[src/rtl/tone_gen_map.vh]
// Register map and constants of the billing tone generator
// Notes on behaviour
// - Oscillator samples at 64 kHz; frequency and amplitude coefficients set the tone.
// - Oscillator serves billing tones above voice band, typically 12 or 16 kHz.
// - Oscillator output is multiplied by envelope volume before the DAC.
// - While on, volume rises from zero toward 7fff by step each 8 kHz tick.
// - Attack ramp freezes while transmit signal exceeds the AGC clip threshold.
// - When off, volume falls to zero by step each 8 kHz tick.
// - On and off cadence timers are 16-bit counts of 125 us.
// - On and off timer expiry each have own status and enable bit.
// - Control holds tone, on timer and off timer enables plus waveform present.
// - Event sets status only when enabled; interrupt pin low while any set.
// - Reading the status register clears its bits.
`ifndef TONE_GEN_MAP_VH
`define TONE_GEN_MAP_VH
`define CLK_HZ            25000000
`define SAMPLE_HZ         64000
`define TICK_HZ           8000
`define SAMPLE_DIV        (`CLK_HZ / `SAMPLE_HZ)
`define SAMPLES_PER_TICK  (`SAMPLE_HZ / `TICK_HZ)
`define VOL_MAX           16'h7fff
`define OFS_CONTROL       8'h00
`define OFS_FREQ          8'h04
`define OFS_AMPL          8'h08
`define OFS_STEP          8'h0c
`define OFS_CLIP          8'h10
`define OFS_ON_TIME       8'h14
`define OFS_OFF_TIME      8'h18
`define OFS_IRQ_STATUS    8'h1c
`define OFS_IRQ_MASK      8'h20
`define OFS_VOLUME        8'h24
`define CTL_TONE_EN       0
`define CTL_ON_TMR_EN     1
`define CTL_OFF_TMR_EN    2
`define CTL_PRESENT       3
`define IRQ_ON_EXP        0
`define IRQ_OFF_EXP       1
`endif
[src/rtl/tone_gen.v]
// Billing tone generator with envelope, cadence timers and AXI4-Lite slave
`timescale 1ns/1ns
`default_nettype none
`include "tone_gen_map.vh"
module tone_gen #(
    parameter SAMPLE_DIV = `SAMPLE_DIV
) (
    // Clock and reset
    input  wire        aclk,
    input  wire        aresetn,
    // AXI4-Lite write
    input  wire [7:0]  s_axi_awaddr,
    input  wire        s_axi_awvalid,
    output wire        s_axi_awready,
    input  wire [31:0] s_axi_wdata,
    input  wire [3:0]  s_axi_wstrb,
    input  wire        s_axi_wvalid,
    output wire        s_axi_wready,
    output reg  [1:0]  s_axi_bresp,
    output reg         s_axi_bvalid,
    input  wire        s_axi_bready,
    // AXI4-Lite read
    input  wire [7:0]  s_axi_araddr,
    input  wire        s_axi_arvalid,
    output wire        s_axi_arready,
    output reg  [31:0] s_axi_rdata,
    output reg  [1:0]  s_axi_rresp,
    output reg         s_axi_rvalid,
    input  wire        s_axi_rready,
    // Transmit path level and DAC output
    input  wire [15:0] tx_level,
    output reg  [15:0] dac_data,
    output reg         dac_strobe,
    // Interrupt, active low
    output wire        irq_n
);
    reg [15:0] tone_freq_coeff_reg;
    reg [15:0] tone_ampl_coeff_reg;
    reg [15:0] envelope_step_reg;
    reg [15:0] agc_clip_threshold_reg;
    reg [15:0] on_duration_reg;
    reg [15:0] off_duration_reg;
    reg [2:0]  control_reg;
    reg [1:0]  irq_status_one_reg;
    reg [1:0]  irq_mask_one_reg;
    reg [15:0] volume_reg;
    reg [15:0] div_reg;
    reg [2:0]  tick_cnt_reg;
    reg        sample_reg;
    reg        tick_reg;
    reg signed [15:0] y1_reg;
    reg signed [15:0] y2_reg;
    reg        osc_run_reg;
    reg        phase_on_reg;
    reg [15:0] cadence_reg;
    reg        aw_held_reg;
    reg        w_held_reg;
    reg [7:0]  awaddr_reg;
    reg [31:0] wdata_reg;
    reg [3:0]  wstrb_reg;

    wire tone_en    = control_reg[`CTL_TONE_EN];
    wire on_tmr_en  = control_reg[`CTL_ON_TMR_EN];
    wire off_tmr_en = control_reg[`CTL_OFF_TMR_EN];
    // Waveform present while the envelope is open
    wire present    = (volume_reg != 16'h0000);
    wire gate_on    = tone_en & phase_on_reg;

    // Write channels taken independently
    assign s_axi_awready = ~aw_held_reg & ~s_axi_bvalid;
    assign s_axi_wready  = ~w_held_reg & ~s_axi_bvalid;
    wire aw_ok = aw_held_reg | (s_axi_awvalid & s_axi_awready);
    wire w_ok  = w_held_reg | (s_axi_wvalid & s_axi_wready);
    wire [7:0]  wa = aw_held_reg ? awaddr_reg : s_axi_awaddr;
    wire [31:0] wd = w_held_reg ? wdata_reg : s_axi_wdata;
    wire [3:0]  ws = w_held_reg ? wstrb_reg : s_axi_wstrb;
    wire do_write  = aw_ok & w_ok;
    wire [15:0] wmask = {{8{ws[1]}}, {8{ws[0]}}};
    // Status and volume are read only
    wire wr_addr_ok = (wa <= `OFS_IRQ_MASK) && (wa[1:0] == 2'b00) &&
                      (wa != `OFS_IRQ_STATUS);
    assign s_axi_arready = ~s_axi_rvalid;
    wire do_read = s_axi_arvalid & s_axi_arready;
    wire rd_status = do_read && (s_axi_araddr == `OFS_IRQ_STATUS);

    function [15:0] merge;
        input [15:0] old;
        input [15:0] nw;
        input [15:0] m;
        begin
            merge = (old & ~m) | (nw & m);
        end
    endfunction

    always @(posedge aclk) begin
        if (!aresetn) begin
            aw_held_reg  <= 1'b0;
            w_held_reg   <= 1'b0;
            awaddr_reg   <= 8'h00;
            wdata_reg    <= 32'h00000000;
            wstrb_reg    <= 4'h0;
            s_axi_bvalid <= 1'b0;
            s_axi_bresp  <= 2'b00;
        end else begin
            if (s_axi_awvalid & s_axi_awready & ~do_write) begin
                aw_held_reg <= 1'b1;
                awaddr_reg  <= s_axi_awaddr;
            end
            if (s_axi_wvalid & s_axi_wready & ~do_write) begin
                w_held_reg <= 1'b1;
                wdata_reg  <= s_axi_wdata;
                wstrb_reg  <= s_axi_wstrb;
            end
            if (do_write) begin
                aw_held_reg  <= 1'b0;
                w_held_reg   <= 1'b0;
                s_axi_bvalid <= 1'b1;
                s_axi_bresp  <= wr_addr_ok ? 2'b00 : 2'b10;
            end else if (s_axi_bready) begin
                s_axi_bvalid <= 1'b0;
            end
        end
    end

    // Register writes
    always @(posedge aclk) begin
        if (!aresetn) begin
            control_reg            <= 3'h0;
            tone_freq_coeff_reg    <= 16'h0000;
            tone_ampl_coeff_reg    <= 16'h0000;
            envelope_step_reg      <= 16'h0000;
            agc_clip_threshold_reg <= 16'h0000;
            on_duration_reg        <= 16'h0000;
            off_duration_reg       <= 16'h0000;
            irq_mask_one_reg       <= 2'h0;
        end else if (do_write) begin
            case (wa)
                `OFS_CONTROL: if (ws[0])
                    control_reg <= wd[2:0];
                `OFS_FREQ: tone_freq_coeff_reg <=
                    merge(tone_freq_coeff_reg, wd[15:0], wmask);
                `OFS_AMPL: tone_ampl_coeff_reg <=
                    merge(tone_ampl_coeff_reg, wd[15:0], wmask);
                `OFS_STEP: envelope_step_reg <=
                    merge(envelope_step_reg, wd[15:0], wmask);
                `OFS_CLIP: agc_clip_threshold_reg <=
                    merge(agc_clip_threshold_reg, wd[15:0], wmask);
                `OFS_ON_TIME: on_duration_reg <=
                    merge(on_duration_reg, wd[15:0], wmask);
                `OFS_OFF_TIME: off_duration_reg <=
                    merge(off_duration_reg, wd[15:0], wmask);
                `OFS_IRQ_MASK: if (ws[0])
                    irq_mask_one_reg <= wd[1:0];
                default: ;
            endcase
        end
    end

    // Register reads
    always @(posedge aclk) begin
        if (!aresetn) begin
            s_axi_rvalid <= 1'b0;
            s_axi_rdata  <= 32'h00000000;
            s_axi_rresp  <= 2'b00;
        end else if (do_read) begin
            s_axi_rvalid <= 1'b1;
            s_axi_rresp  <= 2'b00;
            case (s_axi_araddr)
                `OFS_CONTROL:    s_axi_rdata <= {28'h0, present, control_reg};
                `OFS_FREQ:       s_axi_rdata <= {16'h0, tone_freq_coeff_reg};
                `OFS_AMPL:       s_axi_rdata <= {16'h0, tone_ampl_coeff_reg};
                `OFS_STEP:       s_axi_rdata <= {16'h0, envelope_step_reg};
                `OFS_CLIP:       s_axi_rdata <= {16'h0, agc_clip_threshold_reg};
                `OFS_ON_TIME:    s_axi_rdata <= {16'h0, on_duration_reg};
                `OFS_OFF_TIME:   s_axi_rdata <= {16'h0, off_duration_reg};
                `OFS_IRQ_STATUS: s_axi_rdata <= {30'h0, irq_status_one_reg};
                `OFS_IRQ_MASK:   s_axi_rdata <= {30'h0, irq_mask_one_reg};
                `OFS_VOLUME:     s_axi_rdata <= {16'h0, volume_reg};
                default: begin
                    s_axi_rdata <= 32'h00000000;
                    s_axi_rresp <= 2'b10;
                end
            endcase
        end else if (s_axi_rready) begin
            s_axi_rvalid <= 1'b0;
        end
    end

    // 64 kHz sample and 8 kHz tick strobes
    always @(posedge aclk) begin
        if (!aresetn) begin
            div_reg      <= 16'h0000;
            tick_cnt_reg <= 3'h0;
            sample_reg   <= 1'b0;
            tick_reg     <= 1'b0;
        end else begin
            sample_reg <= 1'b0;
            tick_reg   <= 1'b0;
            if (div_reg == SAMPLE_DIV[15:0] - 16'h0001) begin
                div_reg    <= 16'h0000;
                sample_reg <= 1'b1;
                tick_cnt_reg <= tick_cnt_reg + 3'h1;
                if (tick_cnt_reg == 3'h7)
                    tick_reg <= 1'b1;
            end else begin
                div_reg <= div_reg + 16'h0001;
            end
        end
    end

    // Recursive oscillator y = 2c*y1 - y2
    wire signed [16:0] c_s  = {1'b0, tone_freq_coeff_reg};
    wire signed [33:0] prod = y1_reg * c_s;
    // One left shift makes 2c*y1 with c in Q14
    wire signed [33:0] acc  = (prod <<< 1) - {{4{y2_reg[15]}}, y2_reg, 14'h0};
    wire signed [15:0] y0   = acc[29:14];

    always @(posedge aclk) begin
        if (!aresetn) begin
            y1_reg      <= 16'sh0000;
            y2_reg      <= 16'sh0000;
            osc_run_reg <= 1'b0;
        end else if (sample_reg) begin
            if (!present && !gate_on) begin
                osc_run_reg <= 1'b0;
                y1_reg      <= 16'sh0000;
                y2_reg      <= 16'sh0000;
            end else if (!osc_run_reg) begin
                osc_run_reg <= 1'b1;
                y1_reg      <= tone_ampl_coeff_reg;
                y2_reg      <= 16'sh0000;
            end else begin
                y1_reg <= y0;
                y2_reg <= y1_reg;
            end
        end
    end

    wire signed [16:0] vol_s = {1'b0, volume_reg};
    wire signed [32:0] shaped = y1_reg * vol_s;
    always @(posedge aclk) begin
        if (!aresetn) begin
            dac_data   <= 16'h0000;
            dac_strobe <= 1'b0;
        end else begin
            dac_strobe <= sample_reg;
            if (sample_reg)
                dac_data <= shaped[30:15];
        end
    end

    // Envelope with saturation
    wire [16:0] up = {1'b0, volume_reg} + {1'b0, envelope_step_reg};
    reg  [15:0] volume_next;
    always @* begin
        volume_next = volume_reg;
        if (tick_reg) begin
            if (gate_on) begin
                if (tx_level <= agc_clip_threshold_reg) begin
                    if (up > {1'b0, `VOL_MAX})
                        volume_next = `VOL_MAX;
                    else
                        volume_next = up[15:0];
                end
            end else begin
                if (volume_reg <= envelope_step_reg)
                    volume_next = 16'h0000;
                else
                    volume_next = volume_reg - envelope_step_reg;
            end
        end
    end

    always @(posedge aclk) begin
        if (!aresetn)
            volume_reg <= 16'h0000;
        else
            volume_reg <= volume_next;
    end

    // Cadence timers in 125 us ticks
    wire expired   = tick_reg && tone_en && (cadence_reg == 16'h0000) &&
                     (phase_on_reg ? on_tmr_en : off_tmr_en);
    wire on_event  = expired & phase_on_reg;
    wire off_event = expired & ~phase_on_reg;
    reg         phase_on_next;
    reg  [15:0] cadence_next;
    always @* begin
        phase_on_next = phase_on_reg;
        cadence_next  = cadence_reg;
        if (!tone_en) begin
            phase_on_next = 1'b1;
            cadence_next  = on_duration_reg;
        end else if (expired) begin
            if (phase_on_reg && off_tmr_en) begin
                phase_on_next = 1'b0;
                cadence_next  = off_duration_reg;
            end else begin
                // Back to, or staying in, the on phase
                phase_on_next = 1'b1;
                cadence_next  = on_duration_reg;
            end
        end else if (tick_reg && cadence_reg != 16'h0000) begin
            cadence_next = cadence_reg - 16'h0001;
        end
    end

    always @(posedge aclk) begin
        if (!aresetn) begin
            phase_on_reg <= 1'b1;
            cadence_reg  <= 16'h0000;
        end else begin
            phase_on_reg <= phase_on_next;
            cadence_reg  <= cadence_next;
        end
    end

    // Sticky status, set wins over read clear
    wire [1:0] ev = {off_event, on_event} & irq_mask_one_reg;
    reg  [1:0] irq_status_one_next;
    always @* begin
        irq_status_one_next = irq_status_one_reg;
        if (rd_status)
            irq_status_one_next = 2'h0;
        // Event in the read cycle survives the clear
        irq_status_one_next = irq_status_one_next | ev;
    end

    always @(posedge aclk) begin
        if (!aresetn)
            irq_status_one_reg <= 2'h0;
        else
            irq_status_one_reg <= irq_status_one_next;
    end

    assign irq_n = ~|irq_status_one_reg;
endmodule // tone_gen
`default_nettype wire

[config.mk]
export PLATFORM = sky130hd
export DESIGN_NAME = tone_gen
export DESIGN_NICKNAME = d
export VERILOG_FILES = /design/src/rtl/tone_gen.v
export VERILOG_INCLUDE_DIRS = /design/src /design/src/rtl
export SDC_FILE = /design/constraint.sdc
export NUM_CORES = 2
export LEC_CHECK = 0
export BUFFER_PORTS_ARGS = -buffer_cell sky130_fd_sc_hd__buf_2
export CAP_MARGIN = 20
export CORE_UTILIZATION = 36
export DETAILED_ROUTE_END_ITERATION = 16
export PLACE_DENSITY_LB_ADDON = 0.05
export SLEW_MARGIN = 20
export SYNTH_ARGS = -nofsm -noshare
export SYNTH_HDL_FRONTEND = slang
export SYNTH_SLANG_ARGS = --single-unit
[constraint.sdc]
create_clock -name aclk -period 9.6 [get_ports aclk]
set_input_delay 1.92 -clock aclk [delete_from_list [all_inputs] [get_ports aclk]]
set_output_delay 1.92 -clock aclk [all_outputs]
set_load 0.01 [all_outputs]
==> out/summary.md <==
The run gives 80700 µm² as the core area. For the post-synthesis sequential area ratio, the log shows 0.174. Entering global routing, the biggest net connects 76 pins. The worst setup path is launched from a flop.

The horizontal die dimension is 288 µm, and the count of TritonRoute iterations in the first routing pass is 12. Of all nets on the critical path, the largest fanout is 20. After clock tree synthesis, the clock-pin slew on the worst setup and hold paths is 0.06 ns. The path class of the tightest hold or removal check is reg2reg. The ratio of cells with drive above 1 in the final layout was 0.0733; the count of final max-slew check failures was 0. The number of synthesis warnings was 0; the number of register bits inferred by synthesis was 255. The H-tree depth was 1; the number of rows created at floorplan was 104. Setup repair after global routing left no endpoint under its margin. The clock net in this run drives a total of 255 sinks.

The logs give 23294 for the total via count after detailed routing and 0.000132 V for the worst ir drop on vdd. Relative to the synthesized area, the layout overhead comes to 8.56%. After routing, the total negative slack on setup checks comes to 0 ns.

The run finished, with violations left. The run gives 1 as the initial antenna violation count. The logs give 0 for the number of failing hold endpoints at the final stage and 6 for the number of DRC violations after detailed routing.

The number of buffers created by CTS was 29; the average wire per cell in the routed design was 19.8 µm. The ratio of total power to cell area came out at 74.8 nW/µm². The ratio of final minimum period to clock period is 0.887. TritonCTS built the clock tree.

For the total detailed-routing wirelength, the log shows 90000 µm. Data on the critical path is required at its endpoint by 10.05 ns. The global routing usage summed across all routing layers came out at 0.224. Summed over all layers, the global routing overflow is 0. In the final design database the tool counted 4207 nets. The smallest clock period supported by the final layout is computed as 8.51 ns. The logs give 87 for the distinct cell type count of the synthesized netlist and 0.905 for the global placer's final weighted congestion.

The critical path is of the reg2reg type. The average size of a mapped cell came out at 8.47 µm². The die is 288 µm tall. Most used flip-flop cell after synthesis: sky130_fd_sc_hd__dfxtp_1.

The logs give 0.60 ns for the clock insertion delay at the later pin of the skew report and 0.395 for the final cell utilization of the core. The multi-input combinational cells in the finished layout cover a total of 21400 µm². The number of input and output port buffers inserted came out at 97. 134 I/O pins were placed.

The arrival time at the worst endpoint came out at 8.97 ns. The worst-case headroom to the max-slew limit was 0.221. The number of fill cells is 8286. Clock skew on the completed layout was measured at 0.0232 ns. The final reports fail on design-rule violations. The cell area that synthesis handed to floorplanning was 29400 µm². The post-detailed-route via-to-cell ratio is 5.11. In this run the remaining antenna-violating nets after routing total 0.

The logs give 1316 for the number of design-rule violations left by the first detailed-router iteration and 0 for the max-capacitance violation count. For the via count of the first global-routing pass, the log shows 24879. By instance count, the cell type seen most on the critical path is sky130_fd_sc_hd__fa_1. Setup violations remaining at the end of the flow were counted as 0. The die covers 82700 µm². The synthesized instance count is 3467. The cell at the slowest stage of the critical path is sky130_fd_sc_hd__dfxtp_1. The clock passes through at most 3 buffers.

The logs give 5110 µm² for the footprint of the flip-flops and latches and 0.364 for the starting utilization of the core area. The actual slew at the worst max-slew pin is 1.17 ns. The analysis attributes to cell leakage a power of 0.0149 µW.

The tools report the wire length of the first global-routing pass as 144000 µm. On the worst path, the slowest cell contributes a delay of 0.72 ns. The tools report the count of cells resized by post-cts repair as 0. The tools report the critical path endpoint category as a flop. Half-perimeter wire length after detailed placement: 69300 µm.

The buffer cell driving the clock tree root was sky130_fd_sc_hd__clkbuf_16. Once the clock tree was built, the setup fixing pass inserted 0 buffers. The number of synthesized flops with an enable pin was 0; the maximum clock rate was 117 MHz. The share of synthesized flip-flops with an asynchronous set or reset is 0, and the total of hold buffers inserted after clock tree synthesis is 0.
==> layout make-up <==
class / instances / area share
multi-input cells: 2461 / 0.671
flip-flops and latches: 255 / 0.160
inverters: 560 / 0.0661
well taps: 1060 / 0.0416
repair buffers: 166 / 0.0315
clock buffers: 45 / 0.0268
clock inverters: 7 / 0.00251
diodes: 1 / 0.0000785
==> worst max-delay path: cells and delay by family (launching register included) <==
kind / cells / cell delay [ns]
xor gates and xnor gates: 2 / 0.22
buffers and inverters: 5 / 0.63
AOI/OAI and AO/OA: 13 / 2.70
adders and majority gates: 8 / 3.65
DFF: 1 / 0.72
and+or+nand+nor: 3 / 0.42
==> cells in the final DEF, fill, tap and decap left out, types with 9 or more instances in the layout <==
| cell | n |
|---|---|
| sky130_fd_sc_hd__a211oi_1 | 66 |
| sky130_fd_sc_hd__a21o_1 | 22 |
| sky130_fd_sc_hd__a21oi_1 | 153 |
| sky130_fd_sc_hd__a221oi_1 | 18 |
| sky130_fd_sc_hd__a22o_1 | 32 |
| sky130_fd_sc_hd__a22oi_1 | 20 |
| sky130_fd_sc_hd__a31oi_1 | 26 |
| sky130_fd_sc_hd__and2_1 | 210 |
| sky130_fd_sc_hd__buf_2 | 97 |
| sky130_fd_sc_hd__buf_4 | 68 |
| sky130_fd_sc_hd__clkbuf_1 | 9 |
| sky130_fd_sc_hd__clkbuf_16 | 29 |
| sky130_fd_sc_hd__conb_1 | 18 |
| sky130_fd_sc_hd__dfxtp_1 | 254 |
| sky130_fd_sc_hd__fa_1 | 388 |
| sky130_fd_sc_hd__ha_1 | 271 |
| sky130_fd_sc_hd__inv_1 | 555 |
| sky130_fd_sc_hd__mux2_2 | 9 |
| sky130_fd_sc_hd__mux2i_1 | 64 |
| sky130_fd_sc_hd__nand2_1 | 392 |
| sky130_fd_sc_hd__nand2b_1 | 32 |
| sky130_fd_sc_hd__nand3_1 | 32 |
| sky130_fd_sc_hd__nand4_1 | 13 |
| sky130_fd_sc_hd__nor2_1 | 304 |
| sky130_fd_sc_hd__nor2b_1 | 13 |
| sky130_fd_sc_hd__nor3_1 | 25 |
| sky130_fd_sc_hd__nor4_1 | 12 |
| sky130_fd_sc_hd__o21ai_0 | 80 |
| sky130_fd_sc_hd__o21ai_1 | 14 |
| sky130_fd_sc_hd__o21bai_1 | 13 |
| sky130_fd_sc_hd__o22ai_1 | 13 |
| sky130_fd_sc_hd__or3_1 | 17 |
| sky130_fd_sc_hd__xnor2_1 | 42 |
| sky130_fd_sc_hd__xor2_1 | 32 |
==> stage by stage <==
step	hold slack [ns]	worst slack [ns]	total power, µW	std cells	instance area, µm²
5_1_grt	0.475	0.452	2470	4554	31900
3_5_place_dp	0.446	1.09	1290	4501	30900
2_1_floorplan	0.433	1.88	1210	3484	29400
6_report	0.452	1.09	2380	4555	31900
3_3_place_gp	0.439	1.15	1290	4501	30900
4_1_cts	0.455	1.05	2420	4553	31900
==> routing by layer <==
layer / wire, µm / global-route usage
met1: 42100 / 0.307
met2: 42800 / 0.381
met3: 3010 / 0.0157
met4: 2070 / 0.0556
met5: 0 / 0
==> cells in the mapped netlist (20+ instances only) <==
cell | instances | share of area
sky130_fd_sc_hd__nand2b_1 | 32 | 0.0068
sky130_fd_sc_hd__xnor2_1 | 42 | 0.013
sky130_fd_sc_hd__ha_1 | 271 | 0.12
sky130_fd_sc_hd__a21o_1 | 22 | 0.0056
sky130_fd_sc_hd__dfxtp_1 | 255 | 0.17
sky130_fd_sc_hd__nand3_1 | 32 | 0.0055
sky130_fd_sc_hd__nor3_1 | 27 | 0.0046
sky130_fd_sc_hd__clkbuf_1 | 177 | 0.023
sky130_fd_sc_hd__a22oi_1 | 20 | 0.0051
sky130_fd_sc_hd__and2_1 | 210 | 0.045
sky130_fd_sc_hd__a211oi_1 | 66 | 0.017
sky130_fd_sc_hd__inv_1 | 556 | 0.071
sky130_fd_sc_hd__a31oi_1 | 26 | 0.0055
sky130_fd_sc_hd__nor2_1 | 304 | 0.039
sky130_fd_sc_hd__a22o_1 | 32 | 0.0095
sky130_fd_sc_hd__xor2_1 | 32 | 0.0095
sky130_fd_sc_hd__o21ai_0 | 80 | 0.014
sky130_fd_sc_hd__a21oi_1 | 153 | 0.026
sky130_fd_sc_hd__fa_1 | 388 | 0.26
sky130_fd_sc_hd__mux2i_1 | 68 | 0.023
sky130_fd_sc_hd__nand2_1 | 392 | 0.050
==> final timing paths <==
| check | from | endpoint | slack, ns | cells after the start |
|---|---|---|---|---|
| worst max-delay path | y1_reg[1] | y1_reg[14] | 1.09 | 31 |
| worst min register to register | wstrb_reg[1] | wstrb_reg[1] | 0.45 | 2 |
| worst min-delay path | wstrb_reg[1] | wstrb_reg[1] | 0.45 | 2 |
| worst max register to register | y1_reg[1] | y1_reg[14] | 1.09 | 31 |
==> kinds of logic (layout without fill, tap and decap cells) <==
kind of cell               after synthesis  after routing  synth area share
adders and majority gates              659            659             0.380
DFF                                    255            255             0.174
other                                    1             19          0.000128
muxes                                   77             77            0.0266
xor gates and xnor gates                74             74            0.0221
AOI/OAI and AO/OA                      545            545             0.124
and+or+nand+nor                       1088           1088             0.173
buffers and inverters                  768            778             0.101
==> report_power, final <==
part	internal (µW)	switching [µW]	leakage, µW	total (µW)
clock network	638	477	0.000454	1110
logic	57.0	119	0.0124	176
registers	1070	20.4	0.00206	1090
(Power assumes the default switching activity.)
